File: src/logic/alevt_defs.svh
// Purpose: Offsets, field positions and reset values of the event block
// Assumes: Byte addresses on an 8-bit Wishbone address, one word each
// Notes:   Definitions only, no logic
`ifndef ALEVT_DEFS_SVH
`define ALEVT_DEFS_SVH

// ----------------------------------------------------------------------
// Register byte offsets
// ----------------------------------------------------------------------
`define ALEVT_OFS_CODEC_STATUS   8'h00
`define ALEVT_OFS_CODEC_IRQ_EN   8'h04
`define ALEVT_OFS_FIRST_STATUS   8'h08
`define ALEVT_OFS_FIRST_MODE     8'h0c
`define ALEVT_OFS_SECOND_STATUS  8'h10
`define ALEVT_OFS_SECOND_MODE    8'h14
`define ALEVT_OFS_GLOBAL_STATUS  8'h18
`define ALEVT_OFS_IRQ_SET        8'h1c
`define ALEVT_OFS_IRQ_CLEAR      8'h20
`define ALEVT_OFS_IRQ_VIEW       8'h24
`define ALEVT_OFS_CONTROL        8'h28

// ----------------------------------------------------------------------
// Channel status and enable bit positions
// ----------------------------------------------------------------------
`define ALEVT_BIT_TX_FREE        0
`define ALEVT_BIT_TX_SENT        1
`define ALEVT_BIT_TX_STARVED     2
`define ALEVT_BIT_RX_FULL        4
`define ALEVT_BIT_RX_OVER        5
`define ALEVT_BIT_TX_CNT_DONE    10
`define ALEVT_BIT_TX_BUFS_EX     11
`define ALEVT_BIT_RX_CNT_DONE    14
`define ALEVT_BIT_RX_BUFS_EX     15
`define ALEVT_BIT_DMA_ROUTE      22

// ----------------------------------------------------------------------
// Global status, mask and control bit positions
// ----------------------------------------------------------------------
`define ALEVT_BIT_SOF            0
`define ALEVT_BIT_WAKE           1
`define ALEVT_BIT_CODEC_EVT      2
`define ALEVT_BIT_FIRST_EVT      3
`define ALEVT_BIT_SECOND_EVT     4
`define ALEVT_BIT_VRS            0

// ----------------------------------------------------------------------
// Writable field masks and reset values
// ----------------------------------------------------------------------
`define ALEVT_MASK_BASIC_EN      32'h0000_0037
`define ALEVT_MASK_FIRST_MODE    32'h0040_cc37
`define ALEVT_MASK_GLOBAL        32'h0000_001f
`define ALEVT_MASK_CONTROL       32'h0000_0001
`define ALEVT_RST_MODE           32'h0000_0000
`define ALEVT_RST_MASK           5'h00
`define ALEVT_RST_CONTROL        1'h0

`endif

File: src/logic/alevt_pkg.sv
// Purpose: Types shared by the event block files
// Assumes: Constants live in alevt_defs.svh
// Notes:   Register selector decoded from the bus address
package alevt_pkg;

    // Decoded register selector
    typedef enum logic [3:0] {
        ALEVT_SEL_NONE,
        ALEVT_SEL_STATUS,
        ALEVT_SEL_MODE,
        ALEVT_SEL_GLOBAL,
        ALEVT_SEL_SET,
        ALEVT_SEL_CLEAR,
        ALEVT_SEL_VIEW,
        ALEVT_SEL_CONTROL
    } alevt_reg_t;

    // Five global events, one bit each
    typedef logic [4:0] alevt_evt_t;

endpackage : alevt_pkg

File: src/logic/alevt_wb_slave.sv
// Purpose: Classic Wishbone slave front end, one wait state per access
// Assumes: Master holds the request until it samples ack
// Notes:   Side effects fire on the go pulse, one cycle before ack
`timescale 1ns/10ps
module alevt_wb_slave
    import alevt_pkg::*;
(
    // Clock and reset
    input  wire logic        clk,
    input  wire logic        rst_n,
    // Wishbone request
    input  wire logic        cyc,
    input  wire logic        stb,
    input  wire logic        we,
    input  wire logic [3:0]  sel,
    // Read data offered by the register file
    input  wire logic [31:0] rd_data,
    // Wishbone answer
    output logic             ack,
    output logic [31:0]      dat_r,
    // Access strobes towards the register file
    output logic             wr_go,
    output logic             rd_go,
    output logic [31:0]      wmask
);

    logic        ack_r;     // Answer flag
    logic        ack_nxt;
    logic [31:0] dat_r_r;   // Captured read data
    logic [31:0] dat_nxt;
    logic        go;        // New request, seen once

    // ------------------------------------------------------------------
    // Strobes and next values
    // ------------------------------------------------------------------
    // Gating on ack_r keeps a held request from firing twice
    assign go    = cyc & stb & ~ack_r;
    assign wr_go = go & we;
    assign rd_go = go & ~we;
    assign wmask = {{8{sel[3]}}, {8{sel[2]}}, {8{sel[1]}}, {8{sel[0]}}};

    always_comb begin
        ack_nxt = go;
        dat_nxt = dat_r_r;
        if (rd_go) begin
            dat_nxt = rd_data;
        end
    end

    // Registers only
    always_ff @(posedge clk) begin
        if (!rst_n) begin
            ack_r   <= 1'b0;
            dat_r_r <= 32'h0000_0000;
        end else begin
            ack_r   <= ack_nxt;
            dat_r_r <= dat_nxt;
        end
    end

    assign ack   = ack_r;
    assign dat_r = dat_r_r;

endmodule : alevt_wb_slave

File: src/logic/alevt_chan_flags.sv
// Purpose: Status flags of one audio channel
// Assumes: Event inputs synchronous to clk, sticky inputs are pulses
// Notes:   Transfer-count flags exist only when HAS_DMA is set
`timescale 1ns/10ps
`include "alevt_defs.svh"
module alevt_chan_flags
    import alevt_pkg::*;
#(
    parameter bit HAS_DMA = 1'b0
)(
    // Clock and reset
    input  wire logic        clk,
    input  wire logic        rst_n,
    // Data path levels and pulses
    input  wire logic        tx_free,
    input  wire logic        tx_sent,
    input  wire logic        tx_starve,
    input  wire logic        rx_full,
    input  wire logic        rx_over,
    input  wire logic        rx_cnt_done,
    input  wire logic        rx_bufs_ex,
    input  wire logic        tx_cnt_done,
    input  wire logic        tx_bufs_ex,
    // Control
    input  wire logic        var_rate,
    input  wire logic        dma_en,
    input  wire logic        rd_clear,
    // Status word
    output logic [31:0]      status
);

    logic [31:0] stat_r;    // Registered status
    logic [31:0] stat_nxt;
    logic        dma_ok;    // DMA flags allowed

    // ------------------------------------------------------------------
    // Next status
    // ------------------------------------------------------------------
    always_comb begin
        dma_ok   = HAS_DMA & dma_en;
        stat_nxt = 32'h0000_0000;
        stat_nxt[`ALEVT_BIT_TX_FREE] = tx_free;
        stat_nxt[`ALEVT_BIT_TX_SENT] = tx_sent;
        stat_nxt[`ALEVT_BIT_RX_FULL] = rx_full;
        // Sticky, cleared by a read; a new event wins over the clear
        stat_nxt[`ALEVT_BIT_TX_STARVED] = (tx_starve & var_rate) |
            (stat_r[`ALEVT_BIT_TX_STARVED] & ~rd_clear);
        stat_nxt[`ALEVT_BIT_RX_OVER] = rx_over |
            (stat_r[`ALEVT_BIT_RX_OVER] & ~rd_clear);
        // Without DMA routing these flags are never raised
        stat_nxt[`ALEVT_BIT_RX_CNT_DONE] = rx_cnt_done & dma_ok;
        stat_nxt[`ALEVT_BIT_RX_BUFS_EX]  = rx_bufs_ex & dma_ok;
        stat_nxt[`ALEVT_BIT_TX_CNT_DONE] = tx_cnt_done & dma_ok;
        stat_nxt[`ALEVT_BIT_TX_BUFS_EX]  = tx_bufs_ex & dma_ok;
    end

    // Registers only
    always_ff @(posedge clk) begin
        if (!rst_n) begin
            stat_r <= 32'h0000_0000;
        end else begin
            stat_r <= stat_nxt;
        end
    end

    assign status = stat_r;

endmodule : alevt_chan_flags

File: src/logic/alevt_top.sv
// Purpose: Event and interrupt logic of an audio codec serial link
// Assumes: All inputs synchronous to CORE_CLK, classic Wishbone access
// Notes:   Channel index 0 is the codec channel, 1 first, 2 second
//
// Notes on behaviour
// - DMA count flags only when routing enabled
// - Codec enable bits read back as written
// - Codec enables at bits 5,4,2,1,0
// - First-channel mode register holds transfer-count enables
// - Reading global status clears wake and frame
// - Bit 0 set by any frame start
// - Bit 1 set by codec input rising edge
// - Bit 2 while codec status AND enables
// - Bit 3 while first status AND mode
// - Bit 4 while second status AND mode
// - Set register writes ones into mask
// - Clear register writes ones out of mask
// - View register returns current mask
// - Holding-free and holding-full flags follow data path
// - Underrun needs variable rate; sticky flags clear on read
//
// Decided for this implementation: the Wishbone register port and the address map.
`timescale 1ns/10ps
`include "alevt_defs.svh"
module alevt_top
    import alevt_pkg::*;
(
    // Clock and reset
    input  wire logic        CORE_CLK,
    input  wire logic        RST_N,
    // Wishbone slave
    input  wire logic        WB_CYC_I,
    input  wire logic        WB_STB_I,
    input  wire logic        WB_WE_I,
    input  wire logic [7:0]  WB_ADR_I,
    input  wire logic [3:0]  WB_SEL_I,
    input  wire logic [31:0] WB_DAT_I,
    output logic [31:0]      WB_DAT_O,
    output logic             WB_ACK_O,
    // Link events
    input  wire logic        FRAME_START,
    input  wire logic        CODEC_SERIAL_IN,
    // Per-channel data path flags, index 0 codec, 1 first, 2 second
    input  wire logic [2:0]  TX_HOLDING_FREE,
    input  wire logic [2:0]  TX_ALL_SENT,
    input  wire logic [2:0]  TX_STARVED_EVT,
    input  wire logic [2:0]  RX_HOLDING_FULL,
    input  wire logic [2:0]  RX_OVERWRITTEN_EVT,
    // Transfer-count flags of the first channel
    input  wire logic        RX_COUNT_DONE,
    input  wire logic        RX_BUFFERS_EXHAUSTED,
    input  wire logic        TX_COUNT_DONE,
    input  wire logic        TX_BUFFERS_EXHAUSTED,
    // Controls to the data path
    output logic             DMA_ROUTE_ENABLE,
    output logic             VARIABLE_RATE_SELECT,
    // Interrupt request
    output logic             IRQ
);

    // ------------------------------------------------------------------
    // Declarations
    // ------------------------------------------------------------------
    logic        wr_go;              // Write strobe
    logic        rd_go;              // Read strobe
    logic [31:0] wmask;              // Byte-lane mask
    logic [31:0] rd_data;            // Read mux output
    alevt_reg_t  reg_sel;            // Decoded register
    logic [1:0]  chan_sel;           // Channel of a status/mode access
    logic [31:0] mode_r   [3];       // Enable/mode registers
    logic [31:0] mode_nxt [3];
    logic [31:0] stat_w   [3];       // Channel status words
    logic [2:0]  chan_evt;           // Per-channel event levels
    logic        sof_r;              // Frame seen since last read
    logic        sof_nxt;
    logic        wake_r;             // Wake seen since last read
    logic        wake_nxt;
    logic        ser_d_r;            // Previous codec input sample
    alevt_evt_t  mask_r;             // Interrupt mask
    alevt_evt_t  mask_nxt;
    alevt_evt_t  gstat;              // Global status
    logic        vrs_r;              // Variable-rate select
    logic        vrs_nxt;
    logic        irq_r;              // Registered request
    logic        wake_rise;          // Rising edge on codec input
    logic        gstat_rd;           // Global status being read
    logic [31:0] wdat;               // Write data after lanes

    // ------------------------------------------------------------------
    // Bus front end
    // ------------------------------------------------------------------
    alevt_wb_slave u_bus (
        .clk     (CORE_CLK),
        .rst_n   (RST_N),
        .cyc     (WB_CYC_I),
        .stb     (WB_STB_I),
        .we      (WB_WE_I),
        .sel     (WB_SEL_I),
        .rd_data (rd_data),
        .ack     (WB_ACK_O),
        .dat_r   (WB_DAT_O),
        .wr_go   (wr_go),
        .rd_go   (rd_go),
        .wmask   (wmask)
    );

    assign wdat = WB_DAT_I & wmask;

    // ------------------------------------------------------------------
    // Address decode
    // ------------------------------------------------------------------
    // Unlisted addresses decode to NONE: read zero, writes dropped
    always_comb begin
        reg_sel  = ALEVT_SEL_NONE;
        chan_sel = 2'h0;
        case (WB_ADR_I)
            `ALEVT_OFS_CODEC_STATUS:  reg_sel = ALEVT_SEL_STATUS;
            `ALEVT_OFS_CODEC_IRQ_EN:  reg_sel = ALEVT_SEL_MODE;
            `ALEVT_OFS_FIRST_STATUS: begin
                reg_sel  = ALEVT_SEL_STATUS;
                chan_sel = 2'h1;
            end
            `ALEVT_OFS_FIRST_MODE: begin
                reg_sel  = ALEVT_SEL_MODE;
                chan_sel = 2'h1;
            end
            `ALEVT_OFS_SECOND_STATUS: begin
                reg_sel  = ALEVT_SEL_STATUS;
                chan_sel = 2'h2;
            end
            `ALEVT_OFS_SECOND_MODE: begin
                reg_sel  = ALEVT_SEL_MODE;
                chan_sel = 2'h2;
            end
            `ALEVT_OFS_GLOBAL_STATUS: reg_sel = ALEVT_SEL_GLOBAL;
            `ALEVT_OFS_IRQ_SET:       reg_sel = ALEVT_SEL_SET;
            `ALEVT_OFS_IRQ_CLEAR:     reg_sel = ALEVT_SEL_CLEAR;
            `ALEVT_OFS_IRQ_VIEW:      reg_sel = ALEVT_SEL_VIEW;
            `ALEVT_OFS_CONTROL:       reg_sel = ALEVT_SEL_CONTROL;
            default:                  reg_sel = ALEVT_SEL_NONE;
        endcase
    end

    // ------------------------------------------------------------------
    // Channels: flags, enable registers and event levels
    // ------------------------------------------------------------------
    genvar gi;
    generate
        for (gi = 0; gi < 3; gi++) begin : g_chan
            // Only the first channel has DMA-related mode bits
            localparam logic [31:0] WMASK_CH = (gi == 1) ?
                `ALEVT_MASK_FIRST_MODE : `ALEVT_MASK_BASIC_EN;
            logic rd_clr;   // Status read of this channel

            assign rd_clr = rd_go && (reg_sel == ALEVT_SEL_STATUS) &&
                            (chan_sel == 2'(gi));

            alevt_chan_flags #(
                .HAS_DMA (gi == 1)
            ) u_flags (
                .clk         (CORE_CLK),
                .rst_n       (RST_N),
                .tx_free     (TX_HOLDING_FREE[gi]),
                .tx_sent     (TX_ALL_SENT[gi]),
                .tx_starve   (TX_STARVED_EVT[gi]),
                .rx_full     (RX_HOLDING_FULL[gi]),
                .rx_over     (RX_OVERWRITTEN_EVT[gi]),
                .rx_cnt_done ((gi == 1) ? RX_COUNT_DONE : 1'b0),
                .rx_bufs_ex  ((gi == 1) ? RX_BUFFERS_EXHAUSTED : 1'b0),
                .tx_cnt_done ((gi == 1) ? TX_COUNT_DONE : 1'b0),
                .tx_bufs_ex  ((gi == 1) ? TX_BUFFERS_EXHAUSTED : 1'b0),
                .var_rate    (vrs_r),
                .dma_en      (mode_r[1][`ALEVT_BIT_DMA_ROUTE]),
                .rd_clear    (rd_clr),
                .status      (stat_w[gi])
            );

            // Enable bits take the written value, 1 on, 0 off
            always_comb begin
                mode_nxt[gi] = mode_r[gi];
                if (wr_go && (reg_sel == ALEVT_SEL_MODE) &&
                    (chan_sel == 2'(gi))) begin
                    mode_nxt[gi] = (mode_r[gi] & ~(wmask & WMASK_CH)) |
                                   (wdat & WMASK_CH);
                end
            end

            always_ff @(posedge CORE_CLK) begin
                if (!RST_N) begin
                    mode_r[gi] <= `ALEVT_RST_MODE;
                end else begin
                    mode_r[gi] <= mode_nxt[gi];
                end
            end

            // Level event, drops by itself when the cause goes away
            assign chan_evt[gi] = |(stat_w[gi] & mode_r[gi]);
        end
    endgenerate

    // ------------------------------------------------------------------
    // Global flags, mask and control
    // ------------------------------------------------------------------
    // Inputs are synchronous, so the wake edge is a one-sample compare
    assign wake_rise = CODEC_SERIAL_IN & ~ser_d_r;
    assign gstat_rd  = rd_go && (reg_sel == ALEVT_SEL_GLOBAL);
    assign gstat     = {chan_evt, wake_r, sof_r};

    always_comb begin
        // Set wins over the clear-on-read in the same cycle
        sof_nxt  = FRAME_START | (sof_r & ~gstat_rd);
        wake_nxt = wake_rise | (wake_r & ~gstat_rd);
        mask_nxt = mask_r;
        vrs_nxt  = vrs_r;
        if (wr_go) begin
            case (reg_sel)
                ALEVT_SEL_SET:
                    mask_nxt = mask_r | wdat[4:0];
                ALEVT_SEL_CLEAR:
                    mask_nxt = mask_r & ~wdat[4:0];
                ALEVT_SEL_CONTROL:
                    if (wmask[`ALEVT_BIT_VRS]) begin
                        vrs_nxt = WB_DAT_I[`ALEVT_BIT_VRS];
                    end
                default: begin
                    mask_nxt = mask_r;
                end
            endcase
        end
    end

    // Registers only; wake history starts high to avoid a false edge
    always_ff @(posedge CORE_CLK) begin
        if (!RST_N) begin
            sof_r   <= 1'b0;
            wake_r  <= 1'b0;
            ser_d_r <= 1'b1;
            mask_r  <= `ALEVT_RST_MASK;
            vrs_r   <= `ALEVT_RST_CONTROL;
            irq_r   <= 1'b0;
        end else begin
            sof_r   <= sof_nxt;
            wake_r  <= wake_nxt;
            ser_d_r <= CODEC_SERIAL_IN;
            mask_r  <= mask_nxt;
            vrs_r   <= vrs_nxt;
            irq_r   <= |(gstat & mask_r);
        end
    end

    // ------------------------------------------------------------------
    // Read mux
    // ------------------------------------------------------------------
    // Set and clear registers are write-only and read as zero
    always_comb begin
        rd_data = 32'h0000_0000;
        case (reg_sel)
            ALEVT_SEL_STATUS:  rd_data = stat_w[chan_sel];
            ALEVT_SEL_MODE:    rd_data = mode_r[chan_sel];
            ALEVT_SEL_GLOBAL:  rd_data = {27'h0, gstat};
            ALEVT_SEL_VIEW:    rd_data = {27'h0, mask_r};
            ALEVT_SEL_CONTROL: rd_data = {31'h0, vrs_r};
            default:           rd_data = 32'h0000_0000;
        endcase
    end

    assign DMA_ROUTE_ENABLE     = mode_r[1][`ALEVT_BIT_DMA_ROUTE];
    assign VARIABLE_RATE_SELECT = vrs_r;
    assign IRQ                  = irq_r;
endmodule : alevt_top

File: config.mk
export PLATFORM = sky130hd
export DESIGN_NAME = alevt_top
export DESIGN_NICKNAME = d
export VERILOG_FILES = /design/src/logic/alevt_pkg.sv /design/src/logic/alevt_wb_slave.sv /design/src/logic/alevt_chan_flags.sv /design/src/logic/alevt_top.sv
export VERILOG_INCLUDE_DIRS = /design/src /design/src/logic
export SDC_FILE = /design/constraint.sdc
export NUM_CORES = 1
export LEC_CHECK = 0
export BUFFER_PORTS_ARGS = -buffer_cell sky130_fd_sc_hd__buf_2
export CORE_MARGIN = 4
export CORE_UTILIZATION = 40
export DETAILED_ROUTE_END_ITERATION = 8
export HOLD_SLACK_MARGIN = 0.02
export PLACE_DENSITY_LB_ADDON = 0.3
export REMOVE_ABC_BUFFERS = 1
export SLEW_MARGIN = 5
export SYNTH_ARGS = -nofsm -noshare
export SYNTH_HDL_FRONTEND = slang
export SYNTH_SLANG_ARGS = --single-unit
export TNS_END_PERCENT = 20
File: constraint.sdc
create_clock -name CORE_CLK -period 1.63 [get_ports CORE_CLK]
set_input_delay 0 -clock CORE_CLK [delete_from_list [all_inputs] [get_ports CORE_CLK]]
set_output_delay 0 -clock CORE_CLK [all_outputs]
set_load 0.02 [all_outputs]
==> metrics.md <==
| Metric | Value |
|---|---|
| CP max-delay cell | a221oi_1 |
| Drt drc | 0 |
| Max Cap Viol | 0 |
| Status | finished clean |
| I/O Pins | 106 |
| Total power | 3570 uW |
| Initial antenna violation count | 0 |
| Final WL | 9100 microns |
| Worst Tran Pin Value | approximately 500 ps |
| Final #Nets | 519 |
| Total CTS buffers | 9 |
| Post-CTS setup buffer count | 0 |
| Total Routing Usage GR | 0.208 |
| Post-synthesis register bit count | 61 |
| Slew margin rel. | 0.666 |
| Flop pwr share | 0.429 |
| 1st-pass router iterations | 5 |
| Grt ovf | 0 |
| CP Capture Type | flop |
| Die height | 95.9 microns |
| Critical path, cell by cell | nand4bb_1 > buf_12 > nor2_1 > nand2_1 > a221oi_1 |
| FMAX | 639 MHz |
| Critical Path RT | 1870 ps |
| DIE AREA | 9190 sq um |
| First-pass GRT wire length | 14500 microns |
| CTS tree | built |
| Clk pwr share | 0.465 |
| Lkg Pwr | ~0.0018 uW |
| Hold Path Depth | 3 |
| Fin. max-slew vios | 0 |
| Final instance area | ~4000 sq um |
| Switching Share | 0.235 |
| Peak supply drop | 0.511 mV |
| Gate Count Post-Synth | 342 |
| Pwr Density | 868 nW/um^2 |
| # clock sinks | 61 |
| Seq/Total Area, Yosys | 0.395 |
| Max clock buf depth | 2 |
| Core area | 7370 sq um |
| Comb pwr share | 0.106 |
| Internal Power | ~2700 uW |
| Total number of vias | 3039 |
| Layout area overhead | 33.2% |
| Clock skew | 8.40 ps |
| I/O Buffers | 62 |
| Initial DRC Count | 288 |
| GPL Wtd Cong | 0.874 |
| WP data arrival | 1800 ps |
| Root buffer cell | clkbuf_8 |
| CTS H-tree depth | 3 |
| P_sw | roughly 840 uW |
| Levels on crit path | 5 |
| Final clock period utilization by the worst path | 0.960 |
| Starting Density | 0.419 |
| Clk_lat worst skew | 340 ps |
| # setup viols final | 0 |
| Yosys cell types | 51 |
| Final Critical Period | between 1500 and 2000 ps |
| Place WS | -86.9 ps |
| Main synth FF type | dfxtp_1 |
| HPWL after DPL | 6500 microns |
| Layout cells sized above 1 | 0.251 |
| HP Class | input port to flop |
| Number of diodes | 0 |
| CP Launch Type | flop |
| Die boundary width | 95.9 microns |
| Final Hold Viols | 0 |
| Fin worst setup slack | 65.1 ps |
| Synth Cell Area | a little over 3000 sq um |
| EDFF count, synth | 0 |
| Delay-heaviest family, CP | simple AND/OR/NAND/NOR gates |
| Placement Cell Area | about 3500 sq um |
| Ys async rst share | 0 |
| Worst R2R Path Depth | 5 |
| Vias in the first global route | about 2900 |
| Clock transition at the registers of the reported paths | 70 ps |
| Std-Cell Rows | 31 |
| Wire length per cell | around 16 microns |
| Largest net degree at the start of global routing | 42 |
| Critical path class | flop to flop |
| Critical path peak fanout | 21 |
| RSZ-0062 raised after global routing | yes |
| Number of fill cells in the layout | between 600 and 700 |
| Worst Path Buf+Inv | 1 |
| Crit path largest cell delay | around 350 ps |
| Vias per cell | around 5.5 |
| Detail Route Antenna Nets | 0 |
| Syn avg cell area | 9.03 sq um |
| Synthesis Warnings | 0 |
layout by cell type, fill, tap and decap left out, types with 6 or more instances in the layout:
master	count
buf_2	62
dfxtp_1	61
nand2_1	48
dlygate4sd3_1	32
mux2i_1	31
buf_4	24
conb_1	21
nand3_1	17
a21oi_1	17
a22oi_1	10
clkbuf_8	10
nor2_1	9
and2_1	9
and3_1	7
a222oi_1	7
a221oi_1	6
state kept, by name, indices dropped and copies added (netlist names):
register               cells
u_bus.ack                  1
VARIABLE_RATE_SELECT       1
ser_d_r                    1
sof_r                      1
g_chan.u_flags.status     19
wake_r                     1
IRQ                        1
mask_r                     5
mode_r                    20
u_bus.dat_r               11
synthesized netlist by cell type (all sizes together) (2+ instances only):
| cell | instances | area share |
|---|---|---|
| mux2i | 31 | 0.10 |
| a21boi | 3 | 0.0073 |
| a21bo | 2 | 0.0065 |
| o21ai | 7 | 0.011 |
| o22ai | 5 | 0.010 |
| nand3b | 4 | 0.0097 |
| o21a | 2 | 0.0049 |
| buf | 28 | 0.063 |
| nand4b | 3 | 0.0085 |
| a21oi | 17 | 0.028 |
| clkbuf | 15 | 0.018 |
| nor3 | 5 | 0.013 |
| a32oi | 3 | 0.0085 |
| o2bb2ai | 4 | 0.011 |
| a222oi | 7 | 0.023 |
| or4 | 2 | 0.0073 |
| nand2 | 48 | 0.058 |
| dfxtp | 61 | 0.40 |
| nand3 | 17 | 0.028 |
| nor4 | 4 | 0.023 |
| o31ai | 5 | 0.012 |
| and2 | 9 | 0.018 |
| and3b | 2 | 0.0057 |
| inv | 3 | 0.0036 |
| a221oi | 6 | 0.017 |
| nand2b | 5 | 0.010 |
| nor2b | 3 | 0.0061 |
| a22oi | 10 | 0.024 |
| nor2 | 9 | 0.011 |
| and3 | 7 | 0.014 |
| nand4 | 2 | 0.0041 |
layer usage:
metal | vias to the layer above | global-route usage | share of wire
li1 | 1431 | - | -
met5 | - | 0 | 0
met2 | 171 | 0.323 | 0.47
met4 | 0 | 0.0675 | 0.015
met1 | 1427 | 0.281 | 0.42
met3 | 10 | 0.0516 | 0.096
per-stage QoR:
step,util,hold slack [ps],setup TNS [ps],std cells
after floorplan,-,73.0,-3930,319
after global placement,0.481,202,-222,505
after detailed placement,0.481,210,-430,505
after CTS,0.558,78.3,0,553
after global routing,0.558,116,-81.7,553
final,0.558,105,0,553
cells by family after synthesis:
logic type	after synthesis	share of synthesized area
AO/OA/AOI/OAI	78	0.188
multiplexers	31	0.100
AND/OR/NAND/NOR	124	0.228
flip-flops	61	0.395
buffers and inverters	47	0.0863
other	1	0.00121
tightest hold or removal path, stage by stage:
cell and delay, ps:
buf_2 120, nand3b_1 210, nor2_1 60
power groups by stage:
stage / combinational [uW] / clock, uW / sequential, uW
floorplan: 144 / 0 / 1560
global placement: 311 / 0 / 1560
detailed placement: 315 / 0 / 1560
CTS: 374 / 1690 / 1530
global route: 417 / 1770 / 1530
finish: 379 / 1660 / 1530
area by class of cell:
cell class,instances,area [sq um],share of cell area
Multi-Input combinational cell,254,1680,0.407
Inverter,4,15.0,0.00365
Timing Repair Buffer,119,831,0.202
Sequential cell,61,1220,0.297
Tap cell,99,124,0.0301
Clock buffer,10,138,0.0335
Clock inverter,6,110,0.0268
worst paths after layout:
kind | startpoint | endpoint | slack (ps)
max | u_bus.ack | u_bus.dat_r[4] | 70
min | WB_STB_I | u_bus.ack | 100
max reg2reg | u_bus.ack | u_bus.dat_r[4] | 70
min reg2reg | u_bus.dat_r[10] | u_bus.dat_r[10] | 450
timing repair:
action / CTS / global route
hold endpoints to repair: 48 / 0
setup endpoints to repair: 0 / 5
hold buffers: 32 / 0
resized for setup: 0 / 0
Power figures use the tool's default switching activity.
